## src/verilog/sbar_params.svh

```systemverilog
// Constants of the bus arbiter, reset and control link
`ifndef SBAR_PARAMS_SVH
`define SBAR_PARAMS_SVH
// Clock and timing
`define SBAR_CLK_NS 50
`define SBAR_RESET_NS 1600
`define SBAR_RESET_CYC ((`SBAR_RESET_NS + `SBAR_CLK_NS - 1) / `SBAR_CLK_NS)
`define SBAR_REFRESH_NS 15000
`define SBAR_REFRESH_PERIOD (`SBAR_REFRESH_NS / `SBAR_CLK_NS)
`define SBAR_REFRESH_CYC 4
`define SBAR_DMA_BLOCK 4
// Channels: 4 is never acked, 5 to 7 are 16-bit
`define SBAR_DREQ_MASK 8'hEF
`define SBAR_WIDE_BIT 2
// Link frame: start bit 1, code bits LSB first, one stop bit 0
`define SBAR_CODE_W 3
// Codes toward the companion
`define SBAR_C_REFREQ 3'h1
`define SBAR_C_REFDONE 3'h2
`define SBAR_C_DMASTB 3'h3
// Codes from the companion
`define SBAR_C_INTACK 3'h1
`define SBAR_C_CPURST 3'h2
`define SBAR_C_REFACK 3'h3
`define SBAR_C_A20LO 3'h4
`define SBAR_C_A20HI 3'h5
`define SBAR_C_KEYBOARD_RESET_N 3'h6
// Reset values
`define SBAR_RST_LINK 1'h0
`define SBAR_RST_GNT_N 1'h1
`endif

```

## src/verilog/sbar_pkg.sv

```systemverilog
// Types shared by both ends of the arbiter link
`include "sbar_params.svh"
package sbar_pkg;
	typedef logic [`SBAR_CODE_W-1:0] sbar_code_t;
	typedef enum logic [2:0] {ARB_IDLE, ARB_HOLD, ARB_LOCAL, ARB_DMA, ARB_ISA, ARB_REFRESH,
		ARB_RELEASE} sbar_arb_e;
	typedef enum logic [1:0] {TX_IDLE, TX_BITS, TX_STOP} sbar_tx_e;
	typedef struct packed {
		logic [7:0] dreq_m;
		logic [7:0] dreq_s;
		logic isa_m;
		logic isa_s;
		logic local_master_request_n_m;
		logic local_master_request_n_s;
		logic pwr_m;
		logic pwr_s;
		logic link_m;
		logic link_s;
		sbar_arb_e arb;
		logic hold_req;
		logic local_master_grant_n_n;
		logic dma_owner_grant_n_n;
		logic [7:0] dack_n;
		logic [2:0] chan;
		logic wide;
		logic aen;
		logic ref_drive;
		logic tc;
		logic [2:0] xfer_cnt;
		logic [2:0] div_cnt;
		logic dma_clk;
		logic [8:0] ref_timer;
		logic ref_pend;
		logic ref_acked;
		logic ref_run;
		logic [1:0] ref_cnt;
		logic cpu_rst;
		logic sys_rst;
		logic [5:0] rst_cnt;
		logic a20;
		logic int_ack;
		sbar_tx_e tx_state;
		sbar_code_t tx_code;
		logic [1:0] tx_cnt;
		logic [2:0] tx_pend;
		logic link_out;
		logic rx_busy;
		logic [1:0] rx_cnt;
		sbar_code_t rx_shift;
	} sbar_dev_s;
	typedef struct packed {
		logic [2:0] kb_m;
		logic [2:0] a20_m;
		logic link_m;
		logic link_s;
		logic dma_owner_grant_n_m;
		logic steer;
		logic ref_seen;
		logic done_seen;
		logic stb_seen;
		sbar_tx_e tx_state;
		sbar_code_t tx_code;
		logic [1:0] tx_cnt;
		logic [4:0] tx_pend;
		logic link_ret;
		logic rx_busy;
		logic [1:0] rx_cnt;
		sbar_code_t rx_shift;
	} sbar_comp_s;
endpackage

```

## src/verilog/sbar_link_if.sv

```systemverilog
// Serial control link and grant wire between the two ends
`timescale 1ns/10ps
interface sbar_link_if;
	logic link_out;
	logic link_ret;
	logic dma_owner_grant_n;
	modport dev (output link_out, output dma_owner_grant_n, input link_ret);
	modport comp (input link_out, input dma_owner_grant_n, output link_ret);
endinterface

```

## src/verilog/sbar_device.sv

```systemverilog
// Bus arbiter, reset generator and link end of the arbitration chip
`timescale 1ns/10ps
`include "sbar_params.svh"
// Overview of operation
// - Hold request driven synchronously to mclk
// - Processor returns hold ack on mclk
// - Low local grant hands bus to master
// - External logic splits grant among local masters
// - Low DMA grant while DMA/ISA master owns
// - ISA master wins via DMA handshake first
// - AEN low whenever ISA master is low
// - AEN high only for DMA and refresh
// - Drive refresh low on own refresh cycles
// - ISA master drives refresh during its ownership
// - TC high only in last DMA cycle
// - DMA clock divides mclk by selected ratio
// - Processor reset synchronised to mclk
// - System reset only after power-good was low
// - Send refresh and strobe messages over link
// - Companion sends ack, reset, refresh ack, gate
// - Companion forwards every gate-A20 change
// - Keyboard reset code triggers processor restart
// - Channels 0-3 8-bit, 5-7 16-bit
module sbar_device
	import sbar_pkg::*;
(
	input wire logic mclk,
	input wire logic rstn,
	input wire logic [1:0] dma_clk_div_sel,
	output logic cpu_bus_hold_req,
	input wire logic cpu_bus_hold_ack,
	input wire logic local_master_request_n,
	output logic local_master_grant_n,
	input wire logic [7:0] dma_request,
	output logic [7:0] dma_ack_n,
	output logic dma_wide,
	input wire logic isa_master_n,
	output logic addr_enable,
	output logic terminal_count,
	input wire logic refresh_n_i,
	output logic refresh_n_o,
	output logic refresh_n_oe,
	output logic dma_clk,
	input wire logic power_ok_in,
	output logic processor_reset_out,
	output logic system_reset_out,
	output logic addr_line20_gate,
	output logic int_ack_cycle,
	sbar_link_if.dev link
);
	sbar_dev_s s;
	sbar_dev_s n;
	logic tick;
	logic done;
	logic ready;
	logic restart;
	logic [7:0] dreq_v;
	sbar_code_t code;

	// ----------------------------------------
	// Next state
	// ----------------------------------------
	always_comb begin
		n = s;
		tick = 1'b0;
		done = 1'b0;
		restart = 1'b0;
		code = s.rx_shift;
		// Two-flop synchronisers for pins
		n.dreq_m = dma_request;
		n.dreq_s = s.dreq_m;
		n.isa_m = isa_master_n;
		n.isa_s = s.isa_m;
		n.local_master_request_n_m = local_master_request_n;
		n.local_master_request_n_s = s.local_master_request_n_m;
		n.pwr_m = power_ok_in;
		n.pwr_s = s.pwr_m;
		n.link_m = link.link_ret;
		n.link_s = s.link_m;
		n.int_ack = 1'b0;
		dreq_v = s.dreq_s & `SBAR_DREQ_MASK;
		ready = s.ref_pend & s.ref_acked;
		if (s.div_cnt == {1'b0, dma_clk_div_sel}) begin
			n.div_cnt = 3'h0;
			n.dma_clk = ~s.dma_clk;
			tick = ~s.dma_clk;
		end else begin
			n.div_cnt = s.div_cnt + 3'h1;
		end
		// Link receiver
		if (!s.rx_busy) begin
			n.rx_busy = s.link_s;
			n.rx_cnt = 2'h0;
		end else begin
			code[s.rx_cnt] = s.link_s;
			n.rx_shift = code;
			n.rx_cnt = s.rx_cnt + 2'h1;
			if (s.rx_cnt == 2'(`SBAR_CODE_W - 1)) begin
				n.rx_busy = 1'b0;
				done = 1'b1;
			end
		end
		if (done) begin
			unique case (code)
				`SBAR_C_INTACK: n.int_ack = 1'b1;
				`SBAR_C_CPURST: restart = 1'b1;
				`SBAR_C_KEYBOARD_RESET_N: restart = 1'b1;
				`SBAR_C_REFACK: n.ref_acked = 1'b1;
				`SBAR_C_A20LO: n.a20 = 1'b0;
				`SBAR_C_A20HI: n.a20 = 1'b1;
				default: ;
			endcase
		end
		// Link transmitter, lowest pending index first
		unique case (s.tx_state)
			TX_IDLE: begin
				if (s.tx_pend[0]) begin
					n.tx_pend[0] = 1'b0;
					n.tx_code = `SBAR_C_REFREQ;
				end else if (s.tx_pend[1]) begin
					n.tx_pend[1] = 1'b0;
					n.tx_code = `SBAR_C_REFDONE;
				end else if (s.tx_pend[2]) begin
					n.tx_pend[2] = 1'b0;
					n.tx_code = `SBAR_C_DMASTB;
				end
				if (|s.tx_pend) begin
					n.link_out = 1'b1;
					n.tx_cnt = 2'h0;
					n.tx_state = TX_BITS;
				end
			end
			TX_BITS: begin
				n.link_out = s.tx_code[s.tx_cnt];
				n.tx_cnt = s.tx_cnt + 2'h1;
				if (s.tx_cnt == 2'(`SBAR_CODE_W - 1)) begin
					n.tx_state = TX_STOP;
				end
			end
			TX_STOP: begin
				n.link_out = 1'b0;
				n.tx_state = TX_IDLE;
			end
		endcase
		if (!s.pwr_s) begin
			n.cpu_rst = 1'b1;
			n.sys_rst = 1'b1;
			n.rst_cnt = 6'h0;
		end else if (restart) begin
			n.cpu_rst = 1'b1;
			n.rst_cnt = 6'h0;
		end else if (s.cpu_rst) begin
			n.rst_cnt = s.rst_cnt + 6'h1;
			if (s.rst_cnt == 6'(`SBAR_RESET_CYC - 1)) begin
				n.cpu_rst = 1'b0;
				n.sys_rst = 1'b0;
			end
		end
		// Bus arbitration
		unique case (s.arb)
			ARB_IDLE: begin
				// Request hold for any bus need
				if (ready || |dreq_v || !s.local_master_request_n_s) begin
					n.hold_req = 1'b1;
					n.arb = ARB_HOLD;
				end
			end
			ARB_HOLD: begin
				if (cpu_bus_hold_ack) begin
					if (ready) begin
						n.ref_pend = 1'b0;
						// A fresh ack in this cycle is kept
						n.ref_acked = done && (code == `SBAR_C_REFACK);
						n.ref_cnt = 2'h0;
						n.ref_drive = 1'b1;
						n.aen = 1'b1;
						n.arb = ARB_REFRESH;
					end else if (|dreq_v) begin
						for (int i = 7; i >= 0; i--) begin
							if (dreq_v[i]) begin
								n.chan = 3'(i);
							end
						end
						n.dma_owner_grant_n_n = 1'b0;
						n.dack_n[n.chan] = 1'b0;
						n.wide = n.chan[`SBAR_WIDE_BIT];
						n.xfer_cnt = 3'h0;
						n.aen = 1'b1;
						n.arb = ARB_DMA;
					end else if (!s.local_master_request_n_s) begin
						n.local_master_grant_n_n = 1'b0;
						n.arb = ARB_LOCAL;
					end else begin
						n.hold_req = 1'b0;
						n.arb = ARB_RELEASE;
					end
				end
			end
			ARB_LOCAL: begin
				if (s.local_master_request_n_s) begin
					n.local_master_grant_n_n = 1'b1;
					n.hold_req = 1'b0;
					n.arb = ARB_RELEASE;
				end
			end
			ARB_DMA: begin
				if (!s.dreq_s[s.chan]) begin
					n.dack_n = 8'hFF;
					n.dma_owner_grant_n_n = 1'b1;
					n.aen = 1'b0;
					n.tc = 1'b0;
					n.hold_req = 1'b0;
					n.arb = ARB_RELEASE;
				end else if (!s.isa_s) begin
					// Acked channel turned into ISA master
					n.aen = 1'b0;
					n.tc = 1'b0;
					n.arb = ARB_ISA;
				end else if (tick) begin
					if (s.tc) begin
						n.tc = 1'b0;
						n.dack_n = 8'hFF;
						n.dma_owner_grant_n_n = 1'b1;
						n.aen = 1'b0;
						n.hold_req = 1'b0;
						n.arb = ARB_RELEASE;
					end else begin
						n.tc = (s.xfer_cnt == 3'(`SBAR_DMA_BLOCK - 1));
						n.xfer_cnt = s.xfer_cnt + 3'h1;
						n.tx_pend[2] = 1'b1;
					end
				end
			end
			ARB_ISA: begin
				// Address enable low under ISA master
				n.aen = 1'b0;
				if (s.ref_run) begin
					n.ref_cnt = s.ref_cnt + 2'h1;
					if (s.ref_cnt == 2'(`SBAR_REFRESH_CYC - 1)) begin
						n.ref_run = 1'b0;
						n.tx_pend[1] = 1'b1;
					end
				end else if (ready) begin
					n.ref_pend = 1'b0;
					// A fresh ack in this cycle is kept
					n.ref_acked = done && (code == `SBAR_C_REFACK);
					n.ref_cnt = 2'h0;
					n.ref_run = 1'b1;
				end else if (s.isa_s || !s.dreq_s[s.chan]) begin
					n.dack_n = 8'hFF;
					n.dma_owner_grant_n_n = 1'b1;
					n.hold_req = 1'b0;
					n.arb = ARB_RELEASE;
				end
			end
			ARB_REFRESH: begin
				n.ref_cnt = s.ref_cnt + 2'h1;
				if (s.ref_cnt == 2'(`SBAR_REFRESH_CYC - 1)) begin
					n.ref_drive = 1'b0;
					n.aen = 1'b0;
					n.hold_req = 1'b0;
					n.tx_pend[1] = 1'b1;
					n.arb = ARB_RELEASE;
				end
			end
			ARB_RELEASE: begin
				if (!cpu_bus_hold_ack) begin
					n.arb = ARB_IDLE;
				end
			end
		endcase
		// Refresh timer; its set wins over a same-cycle clear
		if (s.ref_timer == 9'(`SBAR_REFRESH_PERIOD - 1)) begin
			n.ref_timer = 9'h0;
			n.ref_pend = 1'b1;
			n.tx_pend[0] = 1'b1;
		end else begin
			n.ref_timer = s.ref_timer + 9'h1;
		end
	end

	// ----------------------------------------
	// State register
	// ----------------------------------------
	always_ff @(posedge mclk or negedge rstn) begin
		if (!rstn) begin
			s <= '0;
			s.dreq_m <= 8'h00;
			s.isa_m <= 1'h1;
			s.isa_s <= 1'h1;
			s.local_master_request_n_m <= 1'h1;
			s.local_master_request_n_s <= 1'h1;
			s.arb <= ARB_IDLE;
			s.local_master_grant_n_n <= `SBAR_RST_GNT_N;
			s.dma_owner_grant_n_n <= `SBAR_RST_GNT_N;
			s.dack_n <= 8'hFF;
			s.cpu_rst <= 1'h1;
			s.sys_rst <= 1'h1;
			s.a20 <= 1'h1;
			s.tx_state <= TX_IDLE;
			s.link_out <= `SBAR_RST_LINK;
		end else begin
			s <= n;
		end
	end

	// Outputs straight from flops, except refresh_n_o tied low
	assign cpu_bus_hold_req = s.hold_req;
	assign local_master_grant_n = s.local_master_grant_n_n;
	assign dma_ack_n = s.dack_n;
	assign dma_wide = s.wide;
	assign addr_enable = s.aen;
	assign terminal_count = s.tc;
	assign refresh_n_o = 1'b0;
	assign refresh_n_oe = s.ref_drive;
	assign dma_clk = s.dma_clk;
	assign processor_reset_out = s.cpu_rst;
	assign system_reset_out = s.sys_rst;
	assign addr_line20_gate = s.a20;
	assign int_ack_cycle = s.int_ack;
	assign link.link_out = s.link_out;
	assign link.dma_owner_grant_n = s.dma_owner_grant_n_n;
endmodule

```

## src/flat_wrapper.sv

```systemverilog
// flat-port wrapper written by rule: the top's interface ports become plain ports
module sbar_device_flat import sbar_pkg::*;
  (mclk, rstn, dma_clk_div_sel, cpu_bus_hold_req, cpu_bus_hold_ack, local_master_request_n, local_master_grant_n, dma_request, dma_ack_n, dma_wide, isa_master_n, addr_enable, terminal_count, refresh_n_i, refresh_n_o, refresh_n_oe, dma_clk, power_ok_in, processor_reset_out, system_reset_out, addr_line20_gate, int_ack_cycle, link_link_out, link_dma_owner_grant_n, link_link_ret);
  sbar_link_if link_i ();
  input wire logic mclk;
  input wire logic rstn;
  input wire logic [1:0] dma_clk_div_sel;
  output logic cpu_bus_hold_req;
  input wire logic cpu_bus_hold_ack;
  input wire logic local_master_request_n;
  output logic local_master_grant_n;
  input wire logic [7:0] dma_request;
  output logic [7:0] dma_ack_n;
  output logic dma_wide;
  input wire logic isa_master_n;
  output logic addr_enable;
  output logic terminal_count;
  input wire logic refresh_n_i;
  output logic refresh_n_o;
  output logic refresh_n_oe;
  output logic dma_clk;
  input wire logic power_ok_in;
  output logic processor_reset_out;
  output logic system_reset_out;
  output logic addr_line20_gate;
  output logic int_ack_cycle;
  output wire logic [$bits(link_i.link_out)-1:0] link_link_out;
  output wire logic [$bits(link_i.dma_owner_grant_n)-1:0] link_dma_owner_grant_n;
  input wire logic [$bits(link_i.link_ret)-1:0] link_link_ret;
  assign link_link_out = link_i.link_out;
  assign link_dma_owner_grant_n = link_i.dma_owner_grant_n;
  assign link_i.link_ret = link_link_ret;
  sbar_device u_core (.mclk(mclk), .rstn(rstn), .dma_clk_div_sel(dma_clk_div_sel), .cpu_bus_hold_req(cpu_bus_hold_req), .cpu_bus_hold_ack(cpu_bus_hold_ack), .local_master_request_n(local_master_request_n), .local_master_grant_n(local_master_grant_n), .dma_request(dma_request), .dma_ack_n(dma_ack_n), .dma_wide(dma_wide), .isa_master_n(isa_master_n), .addr_enable(addr_enable), .terminal_count(terminal_count), .refresh_n_i(refresh_n_i), .refresh_n_o(refresh_n_o), .refresh_n_oe(refresh_n_oe), .dma_clk(dma_clk), .power_ok_in(power_ok_in), .processor_reset_out(processor_reset_out), .system_reset_out(system_reset_out), .addr_line20_gate(addr_line20_gate), .int_ack_cycle(int_ack_cycle), .link(link_i));
endmodule
```

## config.mk

```make
export PLATFORM = sky130hd
export DESIGN_NAME = sbar_device_flat
export DESIGN_NICKNAME = d
export VERILOG_FILES = /design/src/verilog/sbar_pkg.sv /design/src/verilog/sbar_link_if.sv /design/src/verilog/sbar_device.sv /design/src/flat_wrapper.sv
export VERILOG_INCLUDE_DIRS = /design/src /design/src/verilog
export SDC_FILE = /design/constraint.sdc
export NUM_CORES = 1
export LEC_CHECK = 0
export CORE_MARGIN = 8
export CORE_UTILIZATION = 40
export CTS_BUF_LIST = sky130_fd_sc_hd__clkbuf_8 sky130_fd_sc_hd__clkbuf_16
export DETAILED_ROUTE_END_ITERATION = 6
export DONT_BUFFER_PORTS = 1
export PLACE_DENSITY = 0.57
export SLEW_MARGIN = 20
export SYNTH_ARGS = -nofsm -noshare
export SYNTH_HDL_FRONTEND = slang
export SYNTH_SLANG_ARGS = --single-unit
```

## constraint.sdc

```tcl
create_clock -name mclk -period 5.3 [get_ports mclk]
set_clock_uncertainty 0.05 [all_clocks]
set_input_delay 0.795 -clock mclk [delete_from_list [all_inputs] [get_ports mclk]]
set_output_delay 0.795 -clock mclk [all_outputs]
set_load 0.005 [all_outputs]
```

**Word-level counts from Yosys, hierarchy flattened**

Index checks and enable logic that the tools add are counted.

- Bits in registers: 93
- Input bits: 18
- Word-level logic and storage cells: 284

- $add $sub $neg: 7
- Order comparisons: 6
- Equal/unequal tests: 57
- Mux-type cells: 126
- Bitwise operators: 5
- Reduce and logical (&&, ||, !) cells: 41

Operator list:

| kind | count |
|---|---|
| two-way mux 3 bit | 30 |
| two-way mux 9 bit | 8 |
| two-way mux 1 bit | 40 |
| two-way mux 4 bit | 9 |
| case mux 9 bit (3 select lines) | 1 |
| two-way mux 2 bit | 12 |
| inequality test 2 x 1 -> 1 bit, second input constant | 12 |
| inequality test 2 bit, second input constant | 11 |
| case mux 3 bit (7 select lines) | 1 |
| two-way mux 20 bit | 1 |
| AND reduction 10 bit | 2 |
| == test 3 bit, second input constant | 6 |
| two-way mux 8 bit | 2 |
| == test 3 x 2 -> 1 bit, second input constant | 5 |
| two-way mux 15 bit | 1 |
| two-way mux 14 bit | 1 |
| AND reduction 14 bit | 1 |
| inequality test 3 x 1 -> 1 bit, second input constant | 4 |
| inequality test 3 x 2 -> 1 bit, second input constant | 4 |
| case mux 2 bit (3 select lines) | 2 |
| AND reduction 4 bit | 3 |
| AND reduction 6 bit | 2 |
| nonzero test 2 bit | 6 |
| nonzero test 3 bit | 4 |
| other kinds (47) | 74 |

**Logic depth before layout (Yosys ltp)**

Gate-level depths: netlist of the first run.

- Depth in word-level cells: 21
- Gate-level depth with buffers: 8
- Depth with buffers taken out: 7

**Worst setup path before layout of the first run**

No wires, ideal clock.

- Kind: input -> register
- Start point: input dma_clk_div_sel[0]
- End point: register u_core.s[68] (netlist bit)
- Library setup time: 110 ps
- Arrival time: 1842 ps
- Setup slack: 3298 ps
- Cell stages on the path: 5
- Path buffers: 0
- Cell sequence: xor2_1 nor4_2 a21oi_1 and2_1 o41ai_1

- Longest elaborated chain between the ends: 4

Ends and longest elaborated chain:

| what | RTL line | source |
|---|---|---|
| start: declaration | flat_wrapper.sv:7 | `input wire logic [1:0] dma_clk_div_sel;` |
| == test 3 x 2 -> 1 bit | sbar_device.sv:83 | `if (s.div_cnt == {1'b0, dma_clk_div_sel}) begin` |
| two-way mux 1 bit | sbar_device.sv:83 |  |
| inequality test 4 bit (no source line) | - |  |
| AND reduction 10 bit (no source line) | - |  |
| end signal: assignment | sbar_device.sv:303 | `s <= n;` |
| end: declaration | sbar_device.sv:51 | `sbar_dev_s s;` |

Every way passes these cells.
A chain may end at the register's enable or synchronous reset.

**Worst setup path in the final report of the first run**

- Start point: register u_core.s[68] (netlist bit)
- End point: register u_core.s[67] (netlist bit)

- Longest elaborated chain between the ends: 3
- Elaborated cells between the ends (all ways): 19
- Classes of those cells: 16 x eq/ne; 1 x mux; 2 x reduce/logical

Ends and longest elaborated chain:

| what | RTL line | source |
|---|---|---|
| == test 3 x 2 -> 1 bit (tied with other cells) | sbar_device.sv:160 | `unique case (s.arb)` |
| inequality test 4 bit (no source line) (tied with other cells) | - |  |
| AND reduction 10 bit (no source line) | - |  |

Parallel ways exist; a longest one is shown, timed or not.

==> flow_metrics.tcl, run 1 <==
set metrics [dict create \
    status "finished, final reports clean" \
    drive_gt1_share_pct 12.1 \
    areaGrowthSynthToFinish_pct 5.81 \
    report.final.slew_viol_count 0 \
    grt_pass1_vias 2936 \
    cts_root_buf "clkbuf_8" \
    synth_edf_count 0 \
    syn_area_per_cell_um2 10.3 \
    n_antenna_cell 0 \
    grt_max_degree 91 \
    synth_area_leaders "dfrtp_1, dfstp_2, ha_1, nand2_1, nor2_1" \
    dp_hpwl_mm 6.02 \
    avgViaCountPerCell 5.29 \
    critPathKind "reg2reg" \
    yosysTopAreaCell "dfrtp_1" \
    yosysSeqAreaShare_pct 51.2 \
    dr.pass1.iters 4 \
    fp-row-count 38 \
    startpoint "u_core.s[68]" \
    hold_viol 0 \
    drc 0 \
    min_period_ns 2.33 \
    r2r-start "u_core.s[68]" \
    core_mm2 0.0108 \
    power.switching_uw 814 \
    htree_levels 3 \
    dp.cells 546 \
    final_common_cell "dfrtp_1" \
    pwr-share-clk_pct 23.1 \
    path_clk_slew_ns 0.09 \
    dpl_cell_area_mm2 0.00447 \
    p_comb_share_pct 30.2 \
    tns_ns 0 \
    setup_violations 0 \
    synth_compound_area_share_pct 15.3 \
    p_per_area_mw_per_mm2 481 \
    r2r_cells 5 \
    cts_buffer_depth 2 \
    p_int_uw 1440 \
    synthMuxAreaShare_pct 3.33 \
    wl_per_cell_um 15.0 \
    die_w_um 121 \
    swShare_pct 36.1 \
    dieArea_mm2 0.0147 \
    p_seq_share_pct 46.6 \
    start_kind "flop" \
    arrival_ns 2.52 \
    async_reset_ff_share_pct 100 \
    crit_path_max_fanout 26 \
    grt_pass1_wl_mm 14.6 \
    final_util_pct 43.3 \
    worst_pin_slew_ns 0.722 \
    maxSlewHeadroom_pct 51.9 \
    place.gp.congestion 0.825 \
    netlist_instances 429 \
    timing.fmax_mhz 430 \
    final_cell_mix "dfrtp_1, nand2_1, nor2_1" \
    synth_top_family_by_area "simple AND/OR/NAND/NOR gates" \
    cts.sinks 90 \
    ys_warn_count 0 \
    cts_hold_buffers 0 \
    port_buffers 0 \
    cts_tree "built" \
    synth_xor_area_share_pct 3.16 \
    wl_mm 8.46 \
    synth_ff_type "dfrtp_1" \
    design_area_mm2 0.00469 \
    layout.cells.non_filler 562 \
    p_leak_uw 0.00203 \
    nNetsFinal 450 \
    finalCritPeriodShare_pct 43.9 \
    vias 2971 \
    cp-end-kind "flop" \
    rsz0062_at_grt "no" \
    boundaryPins 40 \
    synth_fa_ha_area_share_pct 4.23 \
    netlist_area_mm2 0.00444 \
    synth-seq-cells 90 \
    cts_resized 0 \
    post_cts_buffers 0 \
    synth-simple-area-share_pct 16.9 \
    die_y_um 121 \
    netlist.area_leader.share_pct 41.2 \
    timing.hold.ws_ns 0.0772 \
    grt.total_usage_pct 12.3 \
    worstPathRequired_ns 5.50 \
    drt_iter0_markers 134 \
    grt_overflow 0 \
    final_antenna_net_count 0 \
    antenna_found_initial 0 \
    synthDistinctLibCells 71 \
    peakVddDrop_mv 0.291 \
    worstHoldPathType "in2async" \
    synth_fp_nets 462 \
    numCtsBuffers 9 \
    insertion_delay_ns 0.35 \
    drv_cap 0 \
    initial_core_util_pct 40.9 \
]
## power groups by stage
stage | logic [uW] | clock network [uW] | registers, uW
floorplan | 680 | 0 | 969
global placement | 667 | 0 | 1070
CTS | 687 | 543 | 1060
finish | 682 | 522 | 1050
global route | 787 | 567 | 1090
detailed placement | 681 | 0 | 1070
## layout make-up
| cell class | count | area (um^2) |
|---|---|---|
| clock buffer | 10 | 138 |
| clock inverter | 6 | 88.8 |
| fill | 1051 | 6150 |
| inverter | 30 | 113 |
| multi-input combinational | 286 | 1910 |
| sequential | 90 | 2270 |
| tap | 140 | 175 |
## worst max-delay path, cell delays in order, from the launching register on
cell and delay, ns:
dfrtp_1 0.82, nor3b_1 0.59, a22oi_1 0.22, nand2_1 0.22, a211oi_1 0.09, o22a_1 0.22
## logic make-up after synthesis
family / Yosys count
compound gates: 94
xor+xnor: 16
fa+ha+maj: 15
buf+inv: 53
flops: 90
mux: 14
other cells: 1
simple gates: 146
## layer usage
layer | share of wire [%] | GRT usage, % | vias to the layer above
li1 | - | - | 1475
met3 | 4.9 | 3.07 | 4
met1 | 49 | 16.8 | 1438
met2 | 45 | 18.0 | 54
met4 | 0.99 | 5.32 | 0
met5 | 0 | 0 | -
## synthesized netlist by cell type (all sizes together) (3+ instances only)
master	number
and3	4
dfstp	17
a21oi	17
o21ai	24
buf	16
clkbuf	7
nand2	41
a21o	3
a22oi	4
xor2	9
or4	4
o211ai	9
a221oi	3
ha	15
nor2b	6
nand4	5
inv	30
o31ai	3
mux2i	11
xnor2	7
nor2	36
mux2	3
nor3	6
nand3	20
a31oi	6
dfrtp	73
nand2b	4
nor3b	4
and2	5
## flip-flops by register name, indices dropped and copies added, names as in the netlist, 7 cells and up
| name | count |
|---|---|
| u_core.n | 12 |
| u_core.dreq_v | 7 |
| u_core.s | 51 |
| u_core.dma_ack_n | 8 |
## through the flow
stage | power (uW) | setup WS [ns]
after floorplan | 1650 | 3.30
after global routing | 2440 | 2.82
after CTS | 2290 | 3.03
final | 2260 | 2.97
after detailed placement | 1750 | 3.05
after global placement | 1730 | 3.04
## path summary, 6_finish.rpt
check,end,slack (ns)
max,u_core.s[67],2.97
min reg2reg,u_core.s[81],0.30
max reg2reg,u_core.s[67],2.97
min,u_core.n[71],0.08
min in group mclk,u_core.s[81],0.30
max in group asynchronous,u_core.dma_ack_n[3],4.90
(Power assumes the default switching activity.)
==> inputs of run 2 (changes only) <==
--- a/config.mk
+++ b/config.mk
@@ -11,7 +11,7 @@
 export CTS_BUF_LIST = sky130_fd_sc_hd__clkbuf_8 sky130_fd_sc_hd__clkbuf_16
 export DETAILED_ROUTE_END_ITERATION = 6
 export DONT_BUFFER_PORTS = 1
-export PLACE_DENSITY = 0.57
+export PLACE_DENSITY = 0.59
 export SLEW_MARGIN = 20
 export SYNTH_ARGS = -nofsm -noshare
 export SYNTH_HDL_FRONTEND = slang
==> constraint.sdc (replaced) <==
create_clock -name mclk -period 1.88 [get_ports mclk]
set_clock_uncertainty 0.05 [all_clocks]
set_input_delay 0.282 -clock mclk [delete_from_list [all_inputs] [get_ports mclk]]
set_output_delay 0.282 -clock mclk [all_outputs]
set_load 0.005 [all_outputs]
==> flow_metrics.tcl, run 2 (synthesis results as in run 1) <==
set metrics [dict create \
    numCtsBuffers 9 \
    cts_buffer_depth 2 \
    cp_slowest_cell "or4_4" \
    final_antenna_net_count 0 \
    initial_core_util_pct 40.9 \
    boundaryPins 40 \
    core_mm2 0.0108 \
    crit_path_max_fanout 4 \
    final_cell_mix "dfrtp_1, nand2_1, buf_4" \
    cp-end-kind "flop" \
    pwr-share-clk_pct 20.1 \
    htree_levels 3 \
    regMostFlops "u_core.s" \
    grt_overflow 0 \
    final_common_cell "dfrtp_1" \
    worst_path_largest_cell_delay_ns 0.58 \
    avgViaCountPerCell 5.23 \
    r2r_slack_ns 0.02 \
    timing.fmax_mhz 539 \
    power_uw 6790 \
    r2r-start "u_core.dreq_v[5]" \
    vias 3205 \
    cts_hold_buffers 12 \
    path_clk_slew_ns 0.10 \
    nNetsFinal 501 \
    p_int_uw 4310 \
    drc 0 \
    port_buffers 0 \
    die_w_um 121 \
    worstHoldPathType "in2async" \
    dieArea_mm2 0.0147 \
    crit_chain "or4_4, o31ai_4, nand3_1, a221oi_2, o21ai_1" \
    grt_max_degree 91 \
    cts_root_buf "clkbuf_8" \
    largest_register_ffs 51 \
    rsz0062_at_grt "yes" \
    tns_ns 0 \
    dp_hpwl_mm 6.57 \
    cts.sinks 90 \
    startpoint "u_core.dreq_v[5]" \
    finalCritPeriodShare_pct 98.8 \
    fp-row-count 38 \
    worstPathRequired_ns 2.12 \
    power.switching_uw 2490 \
    peakVddDrop_mv 0.659 \
    place.gp.congestion 0.866 \
    failed_checks "negative hold slack" \
    n_antenna_cell 0 \
    areaGrowthSynthToFinish_pct 16.2 \
    num-fill-cells 1029 \
    antenna_found_initial 0 \
    hold_viol 90 \
    drive_gt1_share_pct 21.1 \
    maxSlewHeadroom_pct 60.8 \
    critPathKind "reg2reg" \
    r2r_cells 5 \
    p_per_area_mw_per_mm2 1320 \
    dr.pass1.iters 4 \
    wl_per_cell_um 15.0 \
    timing.hold.ws_ns -0.444 \
    p_leak_uw 0.00229 \
    p_comb_share_pct 38.4 \
    drt_iter0_markers 175 \
    grt_pass1_vias 3240 \
    path_delay_family "simple AND/OR/NAND/NOR gates" \
    grt_pass1_wl_mm 15.7 \
    p_seq_share_pct 41.5 \
    arrival_ns 2.10 \
    min_period_ns 1.86 \
    die_y_um 121 \
    worst_pin_slew_ns 0.583 \
    wl_mm 9.21 \
    cts_tree "built" \
    grt.total_usage_pct 13.1 \
    final_util_pct 47.6 \
    start_kind "flop" \
    status "finished with violations" \
    report.final.slew_viol_count 0 \
    drv_cap 0 \
    swShare_pct 36.6 \
    setup_violations 0 \
    r2r_end "u_core.dma_ack_n[2]" \
    insertion_delay_ns 0.36 \
    cp_num_buf_inv 0 \
]
==> run 2: changes by cell type in the layout (fill, tap and decap cells not counted), sizes merged <==
cell         change
clkinvlp         -1
buf             +39
dlygate4sd3     +12
inv              +2
bufinv           -1
==> run 2: worst max path at each step <==
stage	to	slack [ns]	cells after the start
2_1_floorplan	u_core.cpu_bus_hold_req	0.11	7
3_3_place_gp	u_core.dma_ack_n[5]	-0.005	5
3_5_place_dp	u_core.s[66]	-0.05	5
4_1_cts	u_core.cpu_bus_hold_req	0.03	5
5_1_grt	u_core.dma_ack_n[2]	-0.07	5
6_report	u_core.dma_ack_n[2]	0.02	5
==> run 2: metal layers <==
metal  GRT usage [%]  part of all wire [%]
met4            5.32                   1.5
met2            19.6                    46
met3            2.98                   4.4
met5               0                     0
met1            17.8                    49
==> run 2: final cells by class <==
class | instances | area, um^2 | share of cell area [%]
clock buffer | 10 | 138 | 2.67
clock inverter | 6 | 63.8 | 1.24
inverter | 30 | 113 | 2.18
multi-input combinational | 286 | 1980 | 38.4
sequential | 90 | 2270 | 44.1
tap | 140 | 175 | 3.40
timing repair buffer | 51 | 413 | 8.01
==> run 2: power groups by stage <==
stage                     sequential [uW]  clock (uW)  combinational (uW)
after floorplan                      2730           0                1920
after global placement               2850           0                2380
after detailed placement             2870           0                2440
after CTS                            2830        1410                2500
after global routing                 2880        1480                2950
final                                2820        1370                2610
==> run 2: per-stage QoR <==
stage | cells | area, um^2 | setup WS [ns]
after global routing | 613 | 5150 | -0.0712
after CTS | 610 | 5080 | 0.0270
final | 613 | 5150 | 0.0230
after detailed placement | 582 | 4740 | -0.0480
after global placement | 582 | 4740 | -0.00511
after floorplan | 429 | 4440 | 0.114
==> run 2: timing repair <==
| action | 4_1_cts | 5_1_grt |
|---|---|---|
| gates resized for setup | 4 | 10 |
| setup buffers | 0 | 3 |
| hold endpoints to repair | 102 | 90 |
| pin swaps | 0 | 5 |
| setup endpoints to repair | 9 | 16 |
